### src/stio_pkg.sv
package stio_pkg;

  // ------------------------------------------------------------------
  // Clock and timing
  // ------------------------------------------------------------------
  localparam int unsigned CLK_HZ         = 250_000_000;
  localparam int unsigned TICK_NS        = 1000;
  localparam int unsigned CLK_PERIOD_NS  = 4;
  localparam int unsigned TICK_CYCLES    = TICK_NS / CLK_PERIOD_NS;
  localparam int unsigned SWEEP_MIN_MS   = 1;
  localparam int unsigned SWEEP_MAX_S    = 500;
  localparam logic [31:0] SWEEP_MIN_US   = 32'h0000_03E8;
  localparam logic [31:0] SWEEP_MAX_US   = 32'h1DCD_6500;
  localparam logic [31:0] SWEEP_RST_US   = 32'h000F_4240;
  localparam int unsigned PULSE_US       = 1;

  // ------------------------------------------------------------------
  // Register map
  // ------------------------------------------------------------------
  localparam logic [11:0] CTRL_OFS       = 12'h000;
  localparam logic [11:0] TIME_OFS       = 12'h004;
  localparam logic [11:0] CMD_OFS        = 12'h008;
  localparam logic [11:0] STAT_OFS       = 12'h00C;
  localparam logic [11:0] CNT_OFS        = 12'h010;

  localparam int unsigned CTRL_SRC_LSB   = 0;
  localparam int unsigned CTRL_IN_POL    = 2;
  localparam int unsigned CTRL_OUT_POL   = 3;
  localparam int unsigned CTRL_OUT_EN    = 4;
  localparam int unsigned CTRL_SWEEP_ON  = 5;
  localparam int unsigned CMD_SW_TRIG    = 0;
  localparam int unsigned CMD_IF_RESET   = 1;
  localparam logic [31:0] CTRL_RST       = 32'h0000_0000;

  typedef enum logic [1:0] {
    STIO_SRC_INT = 2'd0,
    STIO_SRC_EXT = 2'd1,
    STIO_SRC_MAN = 2'd2
  } stio_src_e;

endpackage

### src/stio_trig_if.sv
`timescale 1ns/1ps
`default_nettype none
interface stio_trig_if;
  logic pin_sync;
  logic edge_pol;
  logic start_req;
  modport det (input pin_sync, input edge_pol, output start_req);
  modport top (output pin_sync, output edge_pol, input start_req);
endinterface
`default_nettype wire

### src/stio_edge_det.sv
`timescale 1ns/1ps
`default_nettype none
module stio_edge_det (
  input  wire logic   pclk,
  input  wire logic   presetn,
  stio_trig_if.det    trig
);
  logic prev;

  always_ff @(posedge pclk or negedge presetn) begin
    if (!presetn) begin
      prev <= 1'b0;
    end else begin
      prev <= trig.pin_sync;
    end
  end

  // Polarity 0 takes rising edges, 1 takes falling edges.
  assign trig.start_req = trig.edge_pol ? (prev & ~trig.pin_sync)
                                        : (~prev & trig.pin_sync);
endmodule
`default_nettype wire

### src/stio_top.sv
// Our own choices: the APB interface to the registers and the address map.
`timescale 1ns/1ps
`default_nettype none
// Behaviour
// - one sweep per selected external edge (the code ignores edges that arrive while a sweep is running)
// - trigger out driven only when sweep and enabled
// - active edge at sweep start, rising default
// - internal source: 50% square, edge at start
// - internal square period equals sweep time
// - manual source: one pulse per software sweep
// - source internal/external/manual, internal after reset
// - input polarity picks rising or falling edge
// - hold start frequency until next trigger
// - sweep time spans 1 ms to 500 s
module stio_top
  import stio_pkg::*;
(
  input  wire logic        pclk,
  input  wire logic        presetn,
  input  wire logic        psel,
  input  wire logic        penable,
  input  wire logic        pwrite,
  input  wire logic [11:0] paddr,
  input  wire logic [31:0] pwdata,
  output logic      [31:0] prdata,
  output logic             pready,
  output logic             pslverr,
  input  wire logic        trig_in,
  output logic             trig_out,
  output logic             sweep_active,
  output logic             sweep_start
);

  // ------------------------------------------------------------------
  // Configuration registers
  // ------------------------------------------------------------------
  stio_src_e   src;
  logic        in_pol;
  logic        out_pol;
  logic        out_en;
  logic        sweep_on;
  logic [31:0] sweep_us;
  logic [31:0] sweep_cnt;
  logic        sw_trig;
  logic        wr_acc;
  logic        rd_acc;
  logic        addr_ok;
  logic        if_reset;
  logic        wr_ctrl;
  logic        wr_time;
  logic        wr_cmd;
  stio_src_e   next_src;
  logic [31:0] next_prdata;

  // ------------------------------------------------------------------
  // Address decode
  // ------------------------------------------------------------------
  // Only the five offsets 0x000 to 0x010 are mapped; anything else answers with an error.
  always_comb begin
    case (paddr)
      CTRL_OFS: addr_ok = 1'b1;
      TIME_OFS: addr_ok = 1'b1;
      CMD_OFS:  addr_ok = 1'b1;
      STAT_OFS: addr_ok = 1'b1;
      CNT_OFS:  addr_ok = 1'b1;
      default:  addr_ok = 1'b0;
    endcase
  end

  // Writes land on the access edge; reads are latched on the setup edge.
  assign wr_acc   = psel && penable && pwrite;
  assign rd_acc   = psel && !penable && !pwrite;
  assign wr_ctrl  = wr_acc && (paddr == CTRL_OFS);
  assign wr_time  = wr_acc && (paddr == TIME_OFS);
  assign wr_cmd   = wr_acc && (paddr == CMD_OFS);
  assign if_reset = wr_cmd && pwdata[CMD_IF_RESET];

  // Code 3 is unused and falls back to the internal source.
  always_comb begin
    case (pwdata[CTRL_SRC_LSB +: 2])
      2'h1:    next_src = STIO_SRC_EXT;
      2'h2:    next_src = STIO_SRC_MAN;
      default: next_src = STIO_SRC_INT;
    endcase
  end

  always_ff @(posedge pclk or negedge presetn) begin
    if (!presetn) begin
      src      <= STIO_SRC_INT;
      in_pol   <= CTRL_RST[CTRL_IN_POL];
      out_pol  <= CTRL_RST[CTRL_OUT_POL];
      out_en   <= CTRL_RST[CTRL_OUT_EN];
      sweep_on <= CTRL_RST[CTRL_SWEEP_ON];
    end else if (if_reset) begin
      src <= STIO_SRC_INT;
    end else if (wr_ctrl) begin
      src      <= next_src;
      in_pol   <= pwdata[CTRL_IN_POL];
      out_pol  <= pwdata[CTRL_OUT_POL];
      out_en   <= pwdata[CTRL_OUT_EN];
      sweep_on <= pwdata[CTRL_SWEEP_ON];
    end
  end

  // Out-of-range sweep times are clamped so the period stays in range.
  // Software can read the clamped value back to see what is in force.
  always_ff @(posedge pclk or negedge presetn) begin
    if (!presetn) begin
      sweep_us <= SWEEP_RST_US;
    end else if (wr_time) begin
      if (pwdata < SWEEP_MIN_US) begin
        sweep_us <= SWEEP_MIN_US;
      end else if (pwdata > SWEEP_MAX_US) begin
        sweep_us <= SWEEP_MAX_US;
      end else begin
        sweep_us <= pwdata;
      end
    end
  end

  always_ff @(posedge pclk or negedge presetn) begin
    if (!presetn) begin
      sw_trig <= 1'b0;
    end else begin
      // A one-cycle strobe: nothing has to be cleared before the next one.
      sw_trig <= wr_cmd && pwdata[CMD_SW_TRIG];
    end
  end

  // ------------------------------------------------------------------
  // Read-back mux
  // ------------------------------------------------------------------
  // Status is captured on the setup edge, one cycle before the access edge.
  always_comb begin
    case (paddr)
      CTRL_OFS: next_prdata = {26'h0, sweep_on, out_en, out_pol, in_pol, src};
      TIME_OFS: next_prdata = sweep_us;
      STAT_OFS: next_prdata = {30'h0, trig_out, sweep_active};
      CNT_OFS:  next_prdata = sweep_cnt;
      default:  next_prdata = 32'h0000_0000;
    endcase
  end

  // ------------------------------------------------------------------
  // APB answer: zero wait states, error on unmapped offsets
  // ------------------------------------------------------------------
  always_ff @(posedge pclk or negedge presetn) begin
    if (!presetn) begin
      prdata  <= 32'h0000_0000;
      pready  <= 1'b0;
      pslverr <= 1'b0;
    end else begin
      // The answer is raised on the setup edge so that it stands through the
      // whole access cycle; a refused access leaves every register untouched.
      pready  <= psel && !penable;
      pslverr <= psel && !penable && !addr_ok;
      if (rd_acc) begin
        prdata <= next_prdata;
      end
    end
  end

  // ------------------------------------------------------------------
  // Input synchroniser and edge detection
  // ------------------------------------------------------------------
  logic        sync1;
  logic        sync2;
  stio_trig_if trig ();

  always_ff @(posedge pclk or negedge presetn) begin
    if (!presetn) begin
      sync1 <= 1'b0;
      sync2 <= 1'b0;
    end else begin
      sync1 <= trig_in;
      sync2 <= sync1;
    end
  end

  // Only the second stage feeds logic; the first may still be settling
  // after a pin edge that fell close to the clock.
  assign trig.pin_sync = sync2;
  assign trig.edge_pol = in_pol;

  // Edges are judged on the synchronised level, which adds two cycles of latency.
  stio_edge_det u_edge (
    .pclk    (pclk),
    .presetn (presetn),
    .trig    (trig)
  );

  // ------------------------------------------------------------------
  // Microsecond tick and sweep timer
  // ------------------------------------------------------------------
  logic [7:0]  tick_div;
  logic        tick;
  logic [31:0] elapsed;
  logic        start_now;
  logic        sweep_done;

  always_ff @(posedge pclk or negedge presetn) begin
    if (!presetn) begin
      tick_div <= 8'h00;
      tick     <= 1'b0;
    end else if (start_now) begin
      // Restart one count in, so the first tick comes exactly one microsecond
      // after the start and the sweep period is not stretched by a cycle.
      tick_div <= 8'h01;
      tick     <= 1'b0;
    end else begin
      tick     <= (tick_div == 8'(TICK_CYCLES - 1));
      tick_div <= (tick_div == 8'(TICK_CYCLES - 1)) ? 8'h00 : tick_div + 8'h01;
    end
  end

  // ------------------------------------------------------------------
  // Sweep sequencing
  // ------------------------------------------------------------------
  // The last tick of the last microsecond ends the sweep, and the internal
  // source restarts in that same cycle so consecutive periods leave no gap.
  assign sweep_done = sweep_active && tick && (elapsed == sweep_us - 32'h0000_0001);

  // A new trigger during a running sweep is ignored; internal restarts back to back.
  always_comb begin
    start_now = 1'b0;
    if (sweep_on) begin
      case (src)
        STIO_SRC_INT: start_now = !sweep_active || sweep_done;
        STIO_SRC_EXT: start_now = !sweep_active && trig.start_req;
        STIO_SRC_MAN: start_now = !sweep_active && sw_trig;
        default:      start_now = 1'b0;
      endcase
    end
  end

  always_ff @(posedge pclk or negedge presetn) begin
    if (!presetn) begin
      sweep_active <= 1'b0;
      elapsed      <= 32'h0000_0000;
    end else if (!sweep_on) begin
      // Turning sweeping off abandons a sweep in progress at once and leaves
      // the timer cleared for the next start.
      sweep_active <= 1'b0;
      elapsed      <= 32'h0000_0000;
    end else if (start_now) begin
      sweep_active <= 1'b1;
      elapsed      <= 32'h0000_0000;
    end else if (sweep_done) begin
      sweep_active <= 1'b0;
      elapsed      <= 32'h0000_0000;
    end else if (sweep_active && tick) begin
      elapsed <= elapsed + 32'h0000_0001;
    end
  end

  // ------------------------------------------------------------------
  // Start marker and sweep counter
  // ------------------------------------------------------------------
  // The counter wraps after 2**32 sweeps; software reads it as a running tally.
  always_ff @(posedge pclk or negedge presetn) begin
    if (!presetn) begin
      sweep_start <= 1'b0;
      sweep_cnt   <= 32'h0000_0000;
    end else begin
      sweep_start <= start_now;
      if (start_now) begin
        sweep_cnt <= sweep_cnt + 32'h0000_0001;
      end
    end
  end

  // ------------------------------------------------------------------
  // Trigger output shaping
  // ------------------------------------------------------------------
  logic phase_high;

  // Active phase lasts the first half of the sweep, or one tick for a pulse.
  // An odd sweep time leaves the inactive half one microsecond longer.
  always_comb begin
    phase_high = 1'b0;
    if (start_now) begin
      phase_high = 1'b1;
    end else if (sweep_active) begin
      if (src == STIO_SRC_INT) begin
        phase_high = elapsed < (sweep_us >> 1);
      end else begin
        phase_high = elapsed < 32'(PULSE_US);
      end
    end
  end

  always_ff @(posedge pclk or negedge presetn) begin
    if (!presetn) begin
      trig_out <= 1'b0;
    end else if (!(out_en && sweep_on)) begin
      // Forcing the pin low (the idle level only when out_pol is 0) keeps stray edges off the pin while the output
      // or sweeping is off.
      trig_out <= 1'b0;
    end else begin
      trig_out <= phase_high ^ out_pol;
    end
  end

endmodule
`default_nettype wire

### config.mk
export PLATFORM = sky130hd
export DESIGN_NAME = stio_top
export DESIGN_NICKNAME = d
export VERILOG_FILES = /design/src/stio_pkg.sv /design/src/stio_trig_if.sv /design/src/stio_edge_det.sv /design/src/stio_top.sv
export SDC_FILE = /design/constraint.sdc
export NUM_CORES = 1
export LEC_CHECK = 0
export BUFFER_PORTS_ARGS = -buffer_cell sky130_fd_sc_hd__buf_2
export CORE_ASPECT_RATIO = 0.5
export CORE_MARGIN = 2
export CORE_UTILIZATION = 40
export DETAILED_ROUTE_END_ITERATION = 8
export SLEW_MARGIN = 20
export SYNTH_ARGS = -nofsm -noshare
export SYNTH_HDL_FRONTEND = slang
export SYNTH_SLANG_ARGS = --single-unit
### constraint.sdc
create_clock -name pclk -period 8.29 [get_ports pclk]
set_input_delay 0.829 -clock pclk [delete_from_list [all_inputs] [get_ports pclk]]
set_output_delay 0.829 -clock pclk [all_outputs]
set_load 0.05 [all_outputs]
==> impl_metrics.yaml, run 1 <==
outcome:
  status: "complete, no violations"
grt:
  grt_pass1_wl_um: 44200
  antenna_found_initial: 0
  grt_max_degree: 99
  grt_use_total_pct: 23.4
  grt.overflow.total: 0
  grt_pass1_vias: 7770
timing:
  finalSetupViolations: 0
  fin_crit_sh_pct: 47.3
  whs_ps: 349
  rsz0062_at_grt: "no"
  hold_violations: 0
  tightest_slew_ps: 1080
  skew_ps: 8.84
  fmax_mhz: 255
  period_needed_ps: 3920
  drv_slew: 0
  slew_headroom_pct: 27.1
  tns_ps: 0
cells_and_area:
  seq_area_um2: 3810
  utilization_pct: 46.4
  nets: 1169
  drive_above_1_share_pct: 15.7
  multi_input_area_um2: 4960
  antenna_cells: 0
  syn_to_final_growth_pct: 14.2
  nFillCells: 2211
logic_synthesis:
  syn_nets: 1104
  synth_top_area_share_pct: 39.3
  synth_most_common_cell: "dfrtp_1"
  ys_ff_latch: 152
  yosys.area.top_type: "dfrtp_1"
  yosysWarnings: 0
  synth.avg_cell_area_um2: 9.10
  synthesis.area_um2: 9240
  synthTopCellsByCount: "145 x dfrtp_1, 87 x nand2_1, 68 x inv_1"
  ys_seq_area_share_pct: 41.3
  ys_top_cells_by_area: "dfrtp_1 39%, ha_1 5.3%, xor2_1 4.1%"
  syn_inst: 1015
  synth_edf_count: 0
  async_flop_share_pct: 100
  ys_types: 76
  ys.flop_type: "dfrtp_1"
critical_path:
  critPathLaunch: "sweep_us[0]"
  cpMostUsedCell: "buf_16"
  crit_type: "register to register"
  end_kind: "register"
  rr_endpoint: "sweep_cnt[31]"
  path_cells: "inv_1 -> ha_1 -> or3b_1 -> nor4_4 -> nand4_1 -> a32oi_1 -> nor4b_2 -> and4_4 -> o211ai_4 -> buf_16 -> buf_16 -> nor4_1 -> xor2_1"
  max_stage_delay_ps: 570
  worst_ep_required_time_ps: 8650
  cp_max_fo: 18
  ff2ff_path_depth: 13
  rrSetupSlack_ps: 4370
  cp_data_arrival_time_ps: 4290
  start_kind: "register"
  worst_path_max_delay_cell: "nor4_4"
  crit-reg2reg-launch: "sweep_us[0]"
  cp.depth: 13
  crit_family: "simple AND/OR/NAND/NOR gates"
  path_buf_inv: 3
  crit_end: "sweep_cnt[31]"
routing:
  drc: 0
  drt_iter0_drc: 832
  ant_nets: 0
  vias: 8166
  drt_pass1_iterations: 7
  wl_per_cell_um: 19.7
  wirelength_um: 27600
  viasPerCell: 5.83
job:
  cap_violations: 0
clocking:
  cts_sinks: 152
  cts_buffers: 17
  clk_pin_slew_ps: 70
  cts.repair.resized: 0
  htreeDepth: 4
  hold_buffers: 0
  cts_tree: "built"
  clockBufferDepth: 2
  insertion_delay_ps: 440
  cts_root_buffer: "clkbuf_16"
  post_cts_buffers: 0
floorplan:
  die_area_um2: 24400
  ios: 87
  core.rowCount: 39
  design.core.area_um2: 22700
  start_util_pct: 40.6
  die_width_um: 219
  fp.dieH_um: 111
placement:
  place.detailed.hpwl_um: 20900
  place.port_buffers: 86
  place.gp.congestion: 0.954
power_and_ir_drop:
  leakagePower_nw: 4.61
  irDropWorstVdd_v: 0.000135
  total_power_mw: 1.62
  power.density_nw_per_um2: 154
hold_path:
  hold_class: "register to register"
==> worst min path at each step <==
stage,startpoint,to,slack (ps),cells past startpoint
2_1_floorplan,sync1,sync2,330,0
3_3_place_gp,sync1,sync2,330,0
3_5_place_dp,sync1,sync2,340,0
4_1_cts,sync1,sync2,350,0
5_1_grt,sync1,sync2,370,0
6_report,sync1,sync2,350,0
==> power breakdown <==
group          leakage, nW  switching (mW)  internal (mW)
clock                0.271           0.338          0.433
combinational         2.33          0.0486         0.0285
sequential            2.01          0.0149          0.758
total                 4.61           0.401           1.22
==> cell usage in the layout (no fill, tap or decap), types with 11 or more instances in the layout <==
master	n
a22o_1	11
ha_1	39
nand3_1	37
nand2_1	87
or3_1	28
xor2_1	43
and3_1	16
nand4_1	26
inv_1	68
nor3_1	30
a22oi_1	27
dfrtp_1	145
a21oi_1	56
clkbuf_16	17
nor4_1	31
nor2_1	55
o21ai_0	66
buf_2	85
xnor2_1	33
nor4_2	17
==> metrics by stage <==
step / cells / area [um^2] / worst slack (ps)
2_1_floorplan: 1015 / 9240 / 4910
3_5_place_dp: 1368 / 9970 / 4380
3_3_place_gp: 1366 / 9920 / 4140
5_1_grt: 1400 / 10600 / 4040
4_1_cts: 1400 / 10500 / 4370
6_report: 1400 / 10600 / 4370
==> routing by layer <==
layer,wire (um),GRT usage (%),share of wire (%),vias up
met5,0,0,0,-
met2,11600,32.7,42,263
li1,-,-,-,3833
met4,506,6.85,1.8,0
met1,13700,36.3,50,4036
met3,1700,4.45,6.1,34
==> layout make-up <==
type | count | share of cell area (%)
multi-input cells | 743 | 47.0
flip-flops and latches | 152 | 36.1
repair buffers | 98 | 5.37
clock buffers | 20 | 4.33
well taps | 307 | 3.64
inverters | 68 | 2.42
clock inverters | 12 | 1.10
==> sequential cells by signal, summed over array words and instances, names as in the netlist, 2 cells and up <==
register,count
sweep_us,32
src,2
tick_div,8
elapsed,32
sweep_cnt,32
prdata,32
==> logic make-up (layout without fill, tap and decap cells) <==
| family | after synthesis | in the layout | share of synthesized area [%] |
|---|---|---|---|
| AND/OR/NAND/NOR | 385 | 385 | 23.5 |
| adder cells (fa/ha/maj) | 39 | 39 | 5.28 |
| buffers and inverters | 120 | 198 | 5.28 |
| flip-flops | 152 | 152 | 41.3 |
| AO/OA/AOI/OAI | 234 | 234 | 16.5 |
| XOR/XNOR | 76 | 76 | 7.20 |
| multiplexers | 9 | 9 | 1.07 |
Power figures use the tool's default switching activity.
==> inputs of run 2 (changes only) <==
==> constraint.sdc (replaced) <==
create_clock -name pclk -period 3.7 [get_ports pclk]
set_input_delay 0.37 -clock pclk [delete_from_list [all_inputs] [get_ports pclk]]
set_output_delay 0.37 -clock pclk [all_outputs]
set_load 0.05 [all_outputs]
==> impl_metrics.yaml, run 2 (synthesis results as in run 1) <==
outcome:
  status: "finished with violations"
  violations: "negative hold slack"
cells_and_area:
  drive_above_1_share_pct: 18.0
  nets: 1196
  antenna_cells: 0
  layout_commonest_cell: "dfrtp_1"
  layout_common_cells: "145 x dfrtp_1, 87 x nand2_1, 85 x buf_2"
  syn_to_final_growth_pct: 16.8
  final_cell_area_um2: 10800
timing:
  rsz0062_at_grt: "no"
  hold_violations: 5
  drv_slew: 0
  period_needed_ps: 3560
  finalSetupViolations: 0
  tightest_slew_ps: 1080
  fin_crit_sh_pct: 96.2
  tns_ps: 0
  fmax_mhz: 281
  whs_ps: -15.0
  skew_ps: 13.8
  slew_headroom_pct: 27.3
grt:
  grt_pass1_wl_um: 43500
  grt.overflow.total: 0
  grt_use_total_pct: 23.1
  antenna_found_initial: 0
  grt_pass1_vias: 7809
  grt_max_degree: 85
floorplan:
  die_width_um: 219
  design.core.area_um2: 22700
  start_util_pct: 40.6
  core.rowCount: 39
  fp.dieH_um: 111
  ios: 87
  die_area_um2: 24400
routing:
  wl_per_cell_um: 19.4
  vias: 8270
  dr_wl_met3_um: 1680
  viasPerCell: 5.80
  drt_iter0_drc: 750
  met2_length_um: 12200
  drc: 0
  drt_pass1_iterations: 7
  wirelength_um: 27700
  routedLengthMet1_um: 13400
  highest_layer: "met4"
  ant_nets: 0
critical_path:
  critPathLaunch: "sweep_us[24]"
  end_kind: "register"
  cp_data_arrival_time_ps: 3930
  start_kind: "register"
  cp_max_fo: 18
  crit-reg2reg-launch: "sweep_us[24]"
  crit_type: "register to register"
  worst_ep_required_time_ps: 4070
power_and_ir_drop:
  leakagePower_nw: 4.75
  sw_frac_of_total_pct: 24.4
  total_power_mw: 3.73
  p_int_mw: 2.82
  power.share.sequential_pct: 46.4
  comb_power_share_pct: 4.7
  irDropWorstVdd_v: 0.000345
  power_switching_mw: 0.911
  clkPwrFrac_pct: 48.9
  power.density_nw_per_um2: 346
placement:
  place.gp.congestion: 0.949
  place.detailed.hpwl_um: 20600
  place.port_buffers: 86
  placed_area_um2: 10100
clocking:
  cts_sinks: 152
  cts_tree: "built"
  hold_buffers: 0
  cts_buffers: 17
  cts_root_buffer: "clkbuf_16"
  clockBufferDepth: 2
  clk_pin_slew_ps: 70
  insertion_delay_ps: 450
  htreeDepth: 4
hold_path:
  hold_class: "input pin to asynchronous set/reset pin"
job:
  cap_violations: 0
-- run 2: layout make-up --
class	instances	area [um^2]
tap	307	384
timing repair buffer	124	747
clock inverter	11	136
fill	2177	11900
inverter	68	255
multi-input combinational	744	4990
clock buffer	21	470
sequential	152	3810
-- run 2: critical path, stage by stage, from the launching register on --
cell and delay, ps:
dfrtp_1 460, or4_1 650, or4_1 430, a31oi_1 260
mux2_4 200, o2111a_1 210, and4_4 300, o211ai_4 160
buf_4 260, nor4_2 340, xor2_1 190
-- run 2: metrics by stage --
stage / setup slack (ps) / util, % / hold WS (ps) / cells
after floorplan: 324 / - / 74.4 / 1015
after global placement: 234 / 44.6 / 332 / 1393
after detailed placement: 122 / 44.6 / 342 / 1393
after CTS: 89.4 / 47.3 / 17.4 / 1425
after global routing: 41.5 / 47.5 / 21.3 / 1427
final: 139 / 47.5 / -15.0 / 1427
-- run 2: worst paths after layout --
| path | end | slack [ps] | depth (start not counted) |
|---|---|---|---|
| worst max-delay path | sweep_cnt[20] | 140 | 10 |
| worst min-delay path | elapsed[22] | -10 | 1 |
| worst max register to register | sweep_cnt[20] | 140 | 10 |
| worst min register to register | sync2 | 350 | 0 |
| max in group asynchronous | sweep_us[9] | 2790 | 2 |
| min in group pclk | sync1 | 40 | 1 |
-- run 2: timing repair --
item	4_1_cts	5_1_grt
endpoints found under the setup margin	0	46
buffers inserted	0	1
gates resized for setup	0	4
-- run 2: layer usage --
layer,vias to the layer above,global-route usage (%)
met3,31,4.04
met2,258,33.8
met5,-,0
li1,3885,-
met4,0,6.26
met1,4096,34.9
-- run 2: power groups by stage --
stage          combinational [mW]  sequential (mW)  clock [mW]
2_1_floorplan              0.0771             1.76           0
4_1_cts                     0.179             1.73        1.85
5_1_grt                     0.201             1.73        1.93
6_report                    0.176             1.73        1.83
3_3_place_gp                0.174             1.76           0
3_5_place_dp                0.178             1.76           0
